## src/include/cgsmb_params.svh

```systemverilog
// Offsets, reset values, reserved read levels and bus constants of the clock generator control bank
`ifndef CGSMB_PARAMS_SVH
`define CGSMB_PARAMS_SVH

// ****************************************************************************
// Register offsets
// ****************************************************************************
`define CGSMB_OFS_OUTPUT_GATE    8'h00
`define CGSMB_OFS_SPREAD_AMP     8'h01
`define CGSMB_OFS_EDGE_RATE      8'h02
`define CGSMB_OFS_REF_CTRL       8'h03
`define CGSMB_OFS_RESERVED       8'h04
`define CGSMB_OFS_REV_VENDOR     8'h05
`define CGSMB_OFS_DEV_TYPE       8'h06
`define CGSMB_OFS_READ_LENGTH    8'h07

// ****************************************************************************
// Reset values
// ****************************************************************************
`define CGSMB_RST_OUTPUT_GATE    8'hff
`define CGSMB_RST_SW_OVERRIDE    1'b0
`define CGSMB_RST_SW_SPREAD      2'h0
`define CGSMB_RST_AMPLITUDE      2'h2
`define CGSMB_RST_EDGE_RATE      8'hff
`define CGSMB_RST_REF_EDGE       2'h1
`define CGSMB_RST_WAKE_ON_LAN    1'b0
`define CGSMB_RST_REF_OE         1'b1
`define CGSMB_RST_READ_LENGTH    5'h08

// ****************************************************************************
// Fixed read levels of reserved bits and the empty byte
// ****************************************************************************
`define CGSMB_RSVD_SPREAD_B2     1'b1
`define CGSMB_RSVD_REF_LOW       4'h9
`define CGSMB_RSVD_BYTE          8'h00
`define CGSMB_RSVD_COUNT_HI      3'h0

// ****************************************************************************
// Serial bus framing
// ****************************************************************************
`define CGSMB_BITS_PER_BYTE      4'h8
`define CGSMB_LAST_TX_BIT        4'h7

`endif

```

## src/include/cgsmb_pkg.sv

```systemverilog
// Types shared by the clock generator control bank
package cgsmb_pkg;

   // Serial engine states, one-hot
   typedef enum logic [4:0] {
      CGSMB_ST_IDLE  = 5'b00001,
      CGSMB_ST_RX    = 5'b00010,
      CGSMB_ST_RXACK = 5'b00100,
      CGSMB_ST_TX    = 5'b01000,
      CGSMB_ST_TXACK = 5'b10000
   } cgsmb_state_t;

   // Meaning of the next received byte, one-hot
   typedef enum logic [4:0] {
      CGSMB_PH_ADDR  = 5'b00001,
      CGSMB_PH_INDEX = 5'b00010,
      CGSMB_PH_COUNT = 5'b00100,
      CGSMB_PH_DATA  = 5'b01000,
      CGSMB_PH_READ  = 5'b10000
   } cgsmb_phase_t;

endpackage

```

## src/core/cgsmb_ctrl_regs.sv

```systemverilog
// Control and identification register bank with its serial slave
`timescale 1ns/10ps
`include "cgsmb_params.svh"

// Summary of operation
// - Gate bit zero forces differential output low
// - Strap level readback, read only, bits 7:6
// - Override bit selects software spread amount
// - Software spread ignored while override clear
// - Two amplitude bits, reset to 0.8V code
// - Per-output edge rate, one means fast
// - Reference edge rate and reference enable
// - Wake-on-LAN keeps reference running in powerdown
// - Revision and vendor nibbles, read only
// - Device type and identifier, read only
// - Read length field, resets to eight
// - Block read: count first, then data bytes
// - Address select pin latched, not followed
module cgsmb_ctrl_regs #(
   parameter logic [6:0] SMB_ADDR_LO = 7'h50,
   parameter logic [6:0] SMB_ADDR_HI = 7'h52,
   parameter logic [3:0] REV_ID      = 4'h3,  // Arbitrary value
   parameter logic [3:0] VENDOR_ID   = 4'h5,  // Arbitrary value
   parameter logic [1:0] DEV_TYPE    = 2'h2,  // Arbitrary value
   parameter logic [5:0] DEV_ID      = 6'h15, // Arbitrary value
   parameter int         NUM_OUT     = 8
) (
   // Clock and reset
   input  wire logic               i_clock,
   input  wire logic               i_rst,
   // Serial bus
   input  wire logic               i_scl,
   input  wire logic               i_sda,
   output logic                    o_sda,
   output logic                    o_sda_oe,
   // Straps and pins
   input  wire logic               i_address_select_pin,
   input  wire logic [1:0]         i_spread_strap_lvl,
   input  wire logic               i_power_good_powerdown_pin,
   input  wire logic [NUM_OUT-1:0] i_output_gate_pin_n,
   // Clock path controls
   output logic [NUM_OUT-1:0]      o_diff_clock_output_run,
   output logic [NUM_OUT-1:0]      o_edge_rate_fast,
   output logic [1:0]              o_spread_amount,
   output logic [1:0]              o_amplitude,
   output logic [1:0]              o_ref_edge_rate,
   output logic                    o_ref_run
);
   import cgsmb_pkg::*;

   // ****************************************************************************
   // Straps
   // ****************************************************************************
   logic       strap_done_r, strap_done_nxt;
   logic       addr_sel_r, addr_sel_nxt;
   logic [1:0] strap_lvl_r, strap_lvl_nxt;

   // Captured once at first power good; later pin moves are ignored
   always_comb begin
      strap_done_nxt = strap_done_r;
      addr_sel_nxt   = addr_sel_r;
      strap_lvl_nxt  = strap_lvl_r;
      if (!strap_done_r && i_power_good_powerdown_pin) begin
         strap_done_nxt = 1'b1;
         addr_sel_nxt   = i_address_select_pin;
         strap_lvl_nxt  = i_spread_strap_lvl;
      end
   end

   always_ff @(posedge i_clock) begin
      if (i_rst) begin
         strap_done_r <= 1'b0;
         addr_sel_r   <= 1'b0;
         strap_lvl_r  <= 2'h0;
      end else begin
         strap_done_r <= strap_done_nxt;
         addr_sel_r   <= addr_sel_nxt;
         strap_lvl_r  <= strap_lvl_nxt;
      end
   end

   // ****************************************************************************
   // Register bank
   // ****************************************************************************
   logic [7:0] gate_r, gate_nxt;
   logic       sw_ovr_r, sw_ovr_nxt;
   logic [1:0] sw_spread_r, sw_spread_nxt;
   logic [1:0] amp_r, amp_nxt;
   logic [7:0] edge_r, edge_nxt;
   logic [1:0] ref_edge_r, ref_edge_nxt;
   logic       wol_r, wol_nxt;
   logic       ref_oe_r, ref_oe_nxt;
   logic [4:0] rd_len_r, rd_len_nxt;
   logic       wr_en;
   logic [7:0] wr_idx;
   logic [7:0] wr_data;

   // Read-only bytes and reserved bits take no write
   always_comb begin
      gate_nxt      = gate_r;
      sw_ovr_nxt    = sw_ovr_r;
      sw_spread_nxt = sw_spread_r;
      amp_nxt       = amp_r;
      edge_nxt      = edge_r;
      ref_edge_nxt  = ref_edge_r;
      wol_nxt       = wol_r;
      ref_oe_nxt    = ref_oe_r;
      rd_len_nxt    = rd_len_r;
      if (wr_en) begin
         case (wr_idx)
            `CGSMB_OFS_OUTPUT_GATE: gate_nxt = wr_data;
            `CGSMB_OFS_SPREAD_AMP: begin
               sw_ovr_nxt    = wr_data[5];
               sw_spread_nxt = wr_data[4:3];
               amp_nxt       = wr_data[1:0];
            end
            `CGSMB_OFS_EDGE_RATE: edge_nxt = wr_data;
            `CGSMB_OFS_REF_CTRL: begin
               ref_edge_nxt = wr_data[7:6];
               wol_nxt      = wr_data[5];
               ref_oe_nxt   = wr_data[4];
            end
            `CGSMB_OFS_READ_LENGTH: rd_len_nxt = wr_data[4:0];
            default: ;
         endcase
      end
   end

   always_ff @(posedge i_clock) begin
      if (i_rst) begin
         gate_r      <= `CGSMB_RST_OUTPUT_GATE;
         sw_ovr_r    <= `CGSMB_RST_SW_OVERRIDE;
         sw_spread_r <= `CGSMB_RST_SW_SPREAD;
         amp_r       <= `CGSMB_RST_AMPLITUDE;
         edge_r      <= `CGSMB_RST_EDGE_RATE;
         ref_edge_r  <= `CGSMB_RST_REF_EDGE;
         wol_r       <= `CGSMB_RST_WAKE_ON_LAN;
         ref_oe_r    <= `CGSMB_RST_REF_OE;
         rd_len_r    <= `CGSMB_RST_READ_LENGTH;
      end else begin
         gate_r      <= gate_nxt;
         sw_ovr_r    <= sw_ovr_nxt;
         sw_spread_r <= sw_spread_nxt;
         amp_r       <= amp_nxt;
         edge_r      <= edge_nxt;
         ref_edge_r  <= ref_edge_nxt;
         wol_r       <= wol_nxt;
         ref_oe_r    <= ref_oe_nxt;
         rd_len_r    <= rd_len_nxt;
      end
   end

   // Read view; unmapped indexes return zero
   function automatic logic [7:0] rd_byte(input logic [7:0] idx);
      logic [7:0] v;
      v = `CGSMB_RSVD_BYTE;
      case (idx)
         `CGSMB_OFS_OUTPUT_GATE: v = gate_r;
         `CGSMB_OFS_SPREAD_AMP:
            v = {strap_lvl_r, sw_ovr_r, sw_spread_r, `CGSMB_RSVD_SPREAD_B2, amp_r};
         `CGSMB_OFS_EDGE_RATE:   v = edge_r;
         `CGSMB_OFS_REF_CTRL:    v = {ref_edge_r, wol_r, ref_oe_r, `CGSMB_RSVD_REF_LOW};
         `CGSMB_OFS_REV_VENDOR:  v = {REV_ID, VENDOR_ID};
         `CGSMB_OFS_DEV_TYPE:    v = {DEV_TYPE, DEV_ID};
         `CGSMB_OFS_READ_LENGTH: v = {`CGSMB_RSVD_COUNT_HI, rd_len_r};
         default:                v = `CGSMB_RSVD_BYTE;
      endcase
      return v;
   endfunction

   // ****************************************************************************
   // Serial slave
   // ****************************************************************************
   cgsmb_state_t st_r, st_nxt;
   cgsmb_phase_t ph_r, ph_nxt;
   logic [7:0]   sh_r, sh_nxt;
   logic [3:0]   bit_r, bit_nxt;
   logic [7:0]   ptr_r, ptr_nxt;
   logic [7:0]   left_r, left_nxt;
   logic         ack_r, ack_nxt;
   logic         oe_r, oe_nxt;
   logic         scl_q, sda_q;
   logic         scl_rise, scl_fall, bus_start, bus_stop;
   logic [6:0]   dev_addr;
   logic [7:0]   tx_byte;
   logic [7:0]   cnt_byte;

   assign scl_rise  = i_scl & ~scl_q;
   assign scl_fall  = ~i_scl & scl_q;
   assign bus_start = i_scl & scl_q & sda_q & ~i_sda;
   assign bus_stop  = i_scl & scl_q & ~sda_q & i_sda;
   assign dev_addr  = addr_sel_r ? SMB_ADDR_HI : SMB_ADDR_LO;
   assign tx_byte   = rd_byte(ptr_r);
   assign cnt_byte  = {`CGSMB_RSVD_COUNT_HI, rd_len_r};
   assign wr_idx    = ptr_r;
   assign wr_data   = sh_r;

   always_comb begin
      st_nxt   = st_r;
      ph_nxt   = ph_r;
      sh_nxt   = sh_r;
      bit_nxt  = bit_r;
      ptr_nxt  = ptr_r;
      left_nxt = left_r;
      ack_nxt  = ack_r;
      oe_nxt   = oe_r;
      wr_en    = 1'b0;
      if (bus_start) begin
         st_nxt  = CGSMB_ST_RX;
         ph_nxt  = CGSMB_PH_ADDR;
         bit_nxt = 4'h0;
         oe_nxt  = 1'b0;
      end else if (bus_stop) begin
         st_nxt = CGSMB_ST_IDLE;
         oe_nxt = 1'b0;
      end else begin
         unique case (st_r)
            CGSMB_ST_IDLE: ;
            CGSMB_ST_RX: begin
               if (scl_rise) begin
                  sh_nxt  = {sh_r[6:0], i_sda};
                  bit_nxt = bit_r + 4'h1;
               end else if (scl_fall && bit_r == `CGSMB_BITS_PER_BYTE) begin
                  bit_nxt = 4'h0;
                  st_nxt  = CGSMB_ST_RXACK;
                  oe_nxt  = 1'b1;
                  case (ph_r)
                     CGSMB_PH_ADDR: begin
                        if (sh_r[7:1] != dev_addr) begin
                           st_nxt = CGSMB_ST_IDLE;
                           oe_nxt = 1'b0;
                        end else if (sh_r[0]) begin
                           ph_nxt = CGSMB_PH_READ;
                        end else begin
                           ph_nxt = CGSMB_PH_INDEX;
                        end
                     end
                     CGSMB_PH_INDEX: begin
                        ptr_nxt = sh_r;
                        ph_nxt  = CGSMB_PH_COUNT;
                     end
                     CGSMB_PH_COUNT: begin
                        left_nxt = sh_r;
                        ph_nxt   = CGSMB_PH_DATA;
                     end
                     CGSMB_PH_DATA: begin
                        // Bytes past the count are acked but dropped
                        if (left_r != 8'h00) begin
                           wr_en    = 1'b1;
                           ptr_nxt  = ptr_r + 8'h01;
                           left_nxt = left_r - 8'h01;
                        end
                     end
                     default: ;
                  endcase
               end
            end
            CGSMB_ST_RXACK: begin
               if (scl_fall) begin
                  if (ph_r == CGSMB_PH_READ) begin
                     st_nxt = CGSMB_ST_TX;
                     sh_nxt = cnt_byte;
                     // First count bit must already stand before the host clocks it
                     oe_nxt = ~cnt_byte[7];
                  end else begin
                     st_nxt = CGSMB_ST_RX;
                     oe_nxt = 1'b0;
                  end
               end
            end
            CGSMB_ST_TX: begin
               if (scl_fall) begin
                  if (bit_r == `CGSMB_LAST_TX_BIT) begin
                     st_nxt  = CGSMB_ST_TXACK;
                     bit_nxt = 4'h0;
                     oe_nxt  = 1'b0;
                  end else begin
                     sh_nxt  = {sh_r[6:0], 1'b0};
                     bit_nxt = bit_r + 4'h1;
                     oe_nxt  = ~sh_r[6];
                  end
               end
            end
            CGSMB_ST_TXACK: begin
               if (scl_rise) begin
                  ack_nxt = ~i_sda;
               end else if (scl_fall) begin
                  // Host not-acknowledge ends the read
                  if (ack_r) begin
                     st_nxt  = CGSMB_ST_TX;
                     sh_nxt  = tx_byte;
                     oe_nxt  = ~tx_byte[7];
                     ptr_nxt = ptr_r + 8'h01;
                  end else begin
                     st_nxt = CGSMB_ST_IDLE;
                  end
               end
            end
            default: st_nxt = CGSMB_ST_IDLE;
         endcase
      end
   end

   always_ff @(posedge i_clock) begin
      if (i_rst) begin
         st_r   <= CGSMB_ST_IDLE;
         ph_r   <= CGSMB_PH_ADDR;
         sh_r   <= 8'h00;
         bit_r  <= 4'h0;
         ptr_r  <= 8'h00;
         left_r <= 8'h00;
         ack_r  <= 1'b0;
         oe_r   <= 1'b0;
         scl_q  <= 1'b1;
         sda_q  <= 1'b1;
      end else begin
         st_r   <= st_nxt;
         ph_r   <= ph_nxt;
         sh_r   <= sh_nxt;
         bit_r  <= bit_nxt;
         ptr_r  <= ptr_nxt;
         left_r <= left_nxt;
         ack_r  <= ack_nxt;
         oe_r   <= oe_nxt;
         scl_q  <= i_scl;
         sda_q  <= i_sda;
      end
   end

   // Open drain: only ever pulls low
   assign o_sda    = 1'b0;
   assign o_sda_oe = oe_r;

   // ****************************************************************************
   // Clock path controls
   // ****************************************************************************
   logic [NUM_OUT-1:0] run_nxt;
   logic [1:0]         spread_nxt;
   logic               ref_run_nxt;

   always_comb begin
      run_nxt     = gate_r[NUM_OUT-1:0] & ~i_output_gate_pin_n
                    & {NUM_OUT{i_power_good_powerdown_pin}};
      spread_nxt  = sw_ovr_r ? sw_spread_r : strap_lvl_r;
      ref_run_nxt = ref_oe_r & (i_power_good_powerdown_pin | wol_r);
   end

   always_ff @(posedge i_clock) begin
      if (i_rst) begin
         o_diff_clock_output_run <= '0;
         o_edge_rate_fast        <= '1;
         o_spread_amount         <= 2'h0;
         o_amplitude             <= `CGSMB_RST_AMPLITUDE;
         o_ref_edge_rate         <= `CGSMB_RST_REF_EDGE;
         o_ref_run               <= 1'b0;
      end else begin
         o_diff_clock_output_run <= run_nxt;
         o_edge_rate_fast        <= edge_r[NUM_OUT-1:0];
         o_spread_amount         <= spread_nxt;
         o_amplitude             <= amp_r;
         o_ref_edge_rate         <= ref_edge_r;
         o_ref_run               <= ref_run_nxt;
      end
   end

endmodule

```

## config.mk

```make
export PLATFORM = sky130hd
export DESIGN_NAME = cgsmb_ctrl_regs
export DESIGN_NICKNAME = d
export VERILOG_FILES = /design/src/include/cgsmb_pkg.sv /design/src/core/cgsmb_ctrl_regs.sv
export VERILOG_INCLUDE_DIRS = /design/src /design/src/include
export SDC_FILE = /design/constraint.sdc
export NUM_CORES = 1
export LEC_CHECK = 0
export BUFFER_PORTS_ARGS = -buffer_cell sky130_fd_sc_hd__buf_2
export CELL_PAD_IN_SITES_DETAIL_PLACEMENT = 1
export CELL_PAD_IN_SITES_GLOBAL_PLACEMENT = 2
export CORE_ASPECT_RATIO = 1.75
export CORE_UTILIZATION = 36
export CTS_CLUSTER_DIAMETER = 50
export DETAILED_ROUTE_END_ITERATION = 6
export PLACE_DENSITY = 0.75
export SLEW_MARGIN = 30
export SYNTH_ARGS = -nofsm -noshare
export SYNTH_HDL_FRONTEND = slang
export SYNTH_SLANG_ARGS = --single-unit
export TNS_END_PERCENT = 20
```

## constraint.sdc

```tcl
create_clock -name i_clock -period 2.55 [get_ports i_clock]
set_clock_uncertainty 0.15 [all_clocks]
set_input_delay 0.1275 -clock i_clock [delete_from_list [all_inputs] [get_ports i_clock]]
set_output_delay 0.1275 -clock i_clock [all_outputs]
set_load 0.03 [all_outputs]
```

Yosys cells after proc, flatten, opt, wreduce, memory -nomap -nowiden

Cells that the tools add are included.

Register bits: 99
Input port bits: 16
Output and inout bits: 25
Logic and storage cells: 186

$add $sub $neg: 3
Equality and inequality tests: 43
Mux-type cells: 63
Bitwise logic cells: 22
Reductions and logical operators: 26

Operator list:

| kind                                           | count |
|---|---|
| two-way mux 8 bit                              | 15 |
| case mux 8 bit (7 select lines)                | 1 |
| case mux 8 bit (2 select lines)                | 3 |
| two-way mux 5 bit                              | 9 |
| case mux 8 bit (4 select lines)                | 1 |
| inequality test 4 bit (second input constant)  | 7 |
| inequality test 2 bit (second input constant)  | 13 |
| case mux 5 bit (5 select lines)                | 1 |
| == test 8 x 3 -> 1 bit (second input constant) | 3 |
| two-way mux 4 bit                              | 6 |
| AND reduction 8 bit                            | 3 |
| two-way mux 1 bit                              | 18 |
| AND 8 bit                                      | 2 |
| == test 8 x 2 -> 1 bit (second input constant) | 2 |
| case mux 5 bit (3 select lines)                | 1 |
| AND reduction 11 bit                           | 1 |
| == test 5 x 1 -> 1 bit (second input constant) | 2 |
| == test 5 x 2 -> 1 bit (second input constant) | 2 |
| == test 5 x 3 -> 1 bit (second input constant) | 2 |
| == test 5 x 4 -> 1 bit (second input constant) | 2 |
| == test 5 bit (second input constant)          | 2 |
| NOT 1 bit                                      | 10 |
| AND reduction 10 bit                           | 1 |
| AND reduction 2 bit                            | 5 |
| other kinds (28)                               | 45 |

Longest topological paths before layout

Depth after elaboration: 9
Depth in mapped cells: 10
Gate-level depth less buffers: 8

Worst setup path before layout

OpenSTA, ideal clock, no wires.

Path kind: flip-flop to flip-flop
Start point: reg st_r[0]
End point: reg sh_r[6]
Setup time: 0.136 ns
Arrival time: 1.887 ns
Data required time: 2.264 ns
Path slack: 0.377 ns
Stages on the path, launching flop included: 11
Buffers on the path: 4
Clock period less this slack: 2.173 ns
Cells stage by stage: dfxtp_1 > buf_4 > or3_1 > buf_2 > o31ai_1 > a211oi_2 > and4bb_1 > buf_4 > buf_6 > nor2_1 > a211oi_2

Word-level cells in the longest chain between the ends: 3
Elaborated cells between the ends (all ways): 15
Classes of those cells: eq/ne: 12; mux: 1; reduce/logical: 2

RTL lines:

| what                                                                                | RTL line               | RTL |
|---|---|---|
| from (decl)                                                                         | cgsmb_ctrl_regs.sv:174 | `cgsmb_state_t st_r, st_nxt;` |
| from (signal assigned)                                                              | cgsmb_ctrl_regs.sv:317 | `st_r <= st_nxt;` |
| == test 5 bit, or another cell as far along                                         | cgsmb_ctrl_regs.sv:217 | `unique case (st_r)` |
| nonzero test 4 bit (no source line) / inequality test 2 bit (equally long branches) | -                      |  |
| AND reduction 11 bit (no source line)                                               | -                      |  |
| to (signal assigned)                                                                | cgsmb_ctrl_regs.sv:319 | `sh_r <= sh_nxt;` |
| to (decl)                                                                           | cgsmb_ctrl_regs.sv:176 | `logic [7:0] sh_r, sh_nxt;` |

Several ways; a longest one is shown, not always the timed one.
A chain may end at the register's enable or synchronous reset.

Worst setup path in the final report

Start point: reg st_r[3]
End point: reg sh_r[0]

The elaborated chain is that of the path after synthesis.

==> run_results.csv <==
group,metric,value,unit
status,outcome,"complete, no violations",
logic_synthesis,synth_seq_cells,99,
cells_and_area,finish.instance_area,5860,um^2
cells_and_area,instances_no_fill,826,
logic_synthesis,yosysSeqAreaShare,40.6,%
logic_synthesis,yosys.area_share.xor_xnor,0.898,%
logic_synthesis,synth_compound_gate_area_share,19.3,%
route,num_vias,4486,
timing,fin_tns_setup,0,ns
worst_hold_path,min_to,"strap_done_r$_SDFFE_PP0P_",
logic_synthesis,synth_simple_gate_area_share,29.7,%
route,routedWlPerCell,18.5,um
cts,cts.sinks,99,
cells_and_area,nFillCells,1590,
timing,slew_violations,0,
placed_design,place_area,5420,um^2
cts,clk_pin_slew,0.08,ns
setup_path,worstReg2RegStart,"st_r[3]$_SDFFE_PP0P_",
flow_run,drv_cap,0,
route,routed_wl,15300,um
setup_path,slowest_stage,"dfxtp_1",
placed_design,pre_cts_slack,0.0719,ns
cts,numCtsBuffers,9,
floorplanning,die_x,90.0,um
timing,setup_violations,0,
route,first_pass_iters,6,
grt,grtUsageTotal,22.7,%
setup_path,cp.required,2.66,ns
grt,grt_pass1_vias,4639,
logic_synthesis,synth_cell_types,64,
placed_design,place.port_buffers,39,
placed_design,gp_congestion,0.856,
power,p_leak,2.20,nW
placed_design,place_inst,796,
setup_path,cp_max_fo,16,
logic_synthesis,synth_mux_area_share,2.46,%
cts,cts_tree,"yes",
cells_and_area,antennaDiodeCount,0,
logic_synthesis,synth_edf_count,0,
setup_path,cp.arrival,2.53,ns
setup_path,reg2reg_depth,7,
power,p_total,3.34,mW
floorplanning,die_area,14000,um^2
cells_and_area,drive_above_1_share,20.2,%
worst_hold_path,min_path_cells,2,
setup_path,cp_top_family,"simple AND/OR/NAND/NOR gates",
setup_path,reg2reg_slack,0.13,ns
route,vias_per_cell,5.43,
grt,grt-ovfl-total,0,
floorplanning,core,13100,um^2
cells_and_area,areaGrowthSynthToFinish,20.2,%
logic_synthesis,syn-num-nets,613,
cts,htreeDepth,3,
worst_hold_path,hold_path.class,"in -> reg",
timing,clock.fmax,413,MHz
floorplanning,die_y,156,um
floorplanning,rows,55,
logic_synthesis,synth_top_family_by_area,"simple AND/OR/NAND/NOR gates",
setup_path,critPathKind,"reg -> reg",
grt,grt_start_max_net_pins,66,
timing,finalCritPeriodShare,94.9,%
logic_synthesis,synthArstFlopShare,0,%
timing,setup_slack,0.131,ns
setup_path,path_cells,"or3_1, nor3_1, nor3_1, and4bb_1, buf_12, nor2_1, a311oi_2",
floorplanning,start_util,37.3,%
floorplanning,io_pins,41,
cts,clockBufferDepth,2,
power,power.density,569,nW/um^2
setup_path,crit_path_frequent_cell,"nor3_1",
setup_path,cp.buffers_inverters,1,
placed_design,dp_hpwl,11400,um
timing,timing.hold.ws,0.00937,ns
logic_synthesis,ys.flop_type,"dfxtp_1",
setup_path,endpoint_kind,"flip-flop",
setup_path,start_kind,"flip-flop",
logic_synthesis,syn-mean-instance-area,8.28,um^2
timing,final_hold_viol_count,0,
cts,root_buffer,"clkbuf_16",
cells_and_area,post-route-util,44.8,%
route,post-route-drc-count,0,
setup_path,reg2reg_to,"sh_r[0]$_SDFFE_PP0P_",
logic_synthesis,synthAdderAreaFrac,2.05,%
route,ant_nets,0,
grt,antenna_found_initial,0,
timing,worst_pin_slew,0.741,ns
power,ir_worst_vdd,332,uV
timing,layout_min_cycle_time,2.42,ns
timing,grt_setup_unrepaired,"false",
grt,grt_pass1_wl,24800,um
cts,insertion_delay,0.35,ns
timing,relSlewSlack,50.5,%
logic_synthesis,yosysWarnings,0,
logic_synthesis,synth_cells,589,
worst_hold_path,min_from,"i_rst",
logic_synthesis,netlist_area,4880,um^2
cells_and_area,final_nets,674,
route,drt_first_iter_violations,184,
setup_path,cpPeakStageDelay,0.61,ns
cells by family after synthesis:
logic type	after synthesis
other cells	1
mux	12
compound gates	135
simple gates	274
fa+ha+maj	8
flops	99
xor+xnor	5
buf+inv	55
flip-flops by register name, summed over array words and instances (netlist names), 2 cells and up:
name                     flops
o_amplitude                  2
amp_r                        2
sw_spread_r                  2
rd_len_r                     5
o_diff_clock_output_run      8
gate_r                       8
edge_r                       8
left_r                       8
strap_lvl_r                  2
o_ref_edge_rate              2
ref_edge_r                   2
ph_r                         5
o_spread_amount              2
ptr_r                        8
bit_r                        4
st_r                         5
sh_r                         8
o_edge_rate_fast             8
placed cells by master (no fill, tap or decap), types with 4 or more instances in the layout:
master / Yosys / routed
nor2b_1: 12 / 12
or2_2: 19 / 19
nand3b_1: 20 / 20
inv_1: 15 / 15
nor3_1: 18 / 18
dfxtp_1: 99 / 98
nor3b_1: 9 / 9
or3_1: 4 / 4
o21ai_0: 24 / 24
a211oi_1: 5 / 4
nand3_1: 22 / 22
a311oi_2: 5 / 5
nor2_1: 50 / 50
buf_4: 3 / 34
a21oi_1: 43 / 43
o32ai_1: 4 / 4
a222oi_1: 5 / 5
dlygate4sd3_1: 0 / 14
buf_2: 10 / 39
a211oi_2: 4 / 5
clkbuf_16: 0 / 9
nand2_1: 84 / 84
a31oi_1: 6 / 6
ha_1: 8 / 8
a22oi_1: 12 / 12
mux2i_1: 12 / 12
nand2b_1: 8 / 8
cell usage after synthesis, types with 3 or more instances:
cell | instances | area [um^2]
o21ai_0 | 24 | 120
buf_2 | 10 | 50.1
or3_1 | 4 | 25.0
nand2b_1 | 8 | 50.1
ha_1 | 8 | 100
o32ai_1 | 4 | 35.0
buf_4 | 3 | 22.5
nor2b_1 | 12 | 75.1
o21bai_1 | 3 | 22.5
nor2_1 | 50 | 188
nor3_1 | 18 | 90.1
clkbuf_1 | 24 | 90.1
xor2_1 | 3 | 26.3
and3_1 | 3 | 18.8
a31oi_1 | 6 | 37.5
a22oi_1 | 12 | 90.1
dfxtp_1 | 99 | 1980
a21oi_1 | 43 | 215
a211oi_2 | 4 | 50.1
or2_2 | 19 | 119
nor4b_2 | 3 | 45.0
inv_1 | 15 | 56.3
nand4_1 | 3 | 18.8
nand2_1 | 84 | 315
nor4_1 | 3 | 18.8
nor3b_1 | 9 | 67.6
a211oi_1 | 5 | 37.5
a311oi_2 | 5 | 75.1
a21o_1 | 3 | 22.5
nand3_1 | 22 | 110
nand3b_1 | 20 | 150
a222oi_1 | 5 | 50.1
mux2i_1 | 12 | 120
layout make-up:
class,instances,area (um^2),share of cell area (%)
clock buffer,9,225,3.84
clock inverter,7,71.3,1.22
tap,171,214,3.65
sequential,99,1980,33.8
inverter,15,56.3,0.961
timing repair buffer,90,651,11.1
multi-input combinational,435,2660,45.4
worst max-delay path by stage:
| stage | cells past startpoint | start | endpoint |
|---|---|---|---|
| floorplan | 10 | st_r[0]$_SDFFE_PP1P_ | sh_r[6]$_SDFFE_PP0P_ |
| global placement | 7 | st_r[4]$_SDFFE_PP0P_ | ptr_r[0]$_SDFFE_PP0P_ |
| detailed placement | 7 | st_r[4]$_SDFFE_PP0P_ | ptr_r[0]$_SDFFE_PP0P_ |
| CTS | 7 | st_r[4]$_SDFFE_PP0P_ | ptr_r[0]$_SDFFE_PP0P_ |
| global route | 7 | st_r[3]$_SDFFE_PP0P_ | sh_r[0]$_SDFFE_PP0P_ |
| finish | 7 | st_r[3]$_SDFFE_PP0P_ | sh_r[0]$_SDFFE_PP0P_ |
timing repair:
action / 4_1_cts / 5_1_grt
hold buffers: 14 / 0
hold endpoints to repair: 16 / 0
setup buffers: 0 / 0
gates resized for setup: 0 / 2
endpoints found under the setup margin: 0 / 2
power breakdown:
part           internal [mW]  switching [mW]
registers               1.57          0.0446
clock network          0.692           0.690
logic                  0.135           0.199
total                   2.40           0.933
metal layers:
| layer | routed length (um) | vias up | GRT usage [%] |
|---|---|---|---|
| li1 | - | 2207 | - |
| met1 | 5980 | 2185 | 23.2 |
| met2 | 8470 | 71 | 45.1 |
| met3 | 314 | 23 | 3.17 |
| met4 | 524 | 0 | 9.83 |
| met5 | 0 | - | 0 |
(Power assumes the default switching activity.)
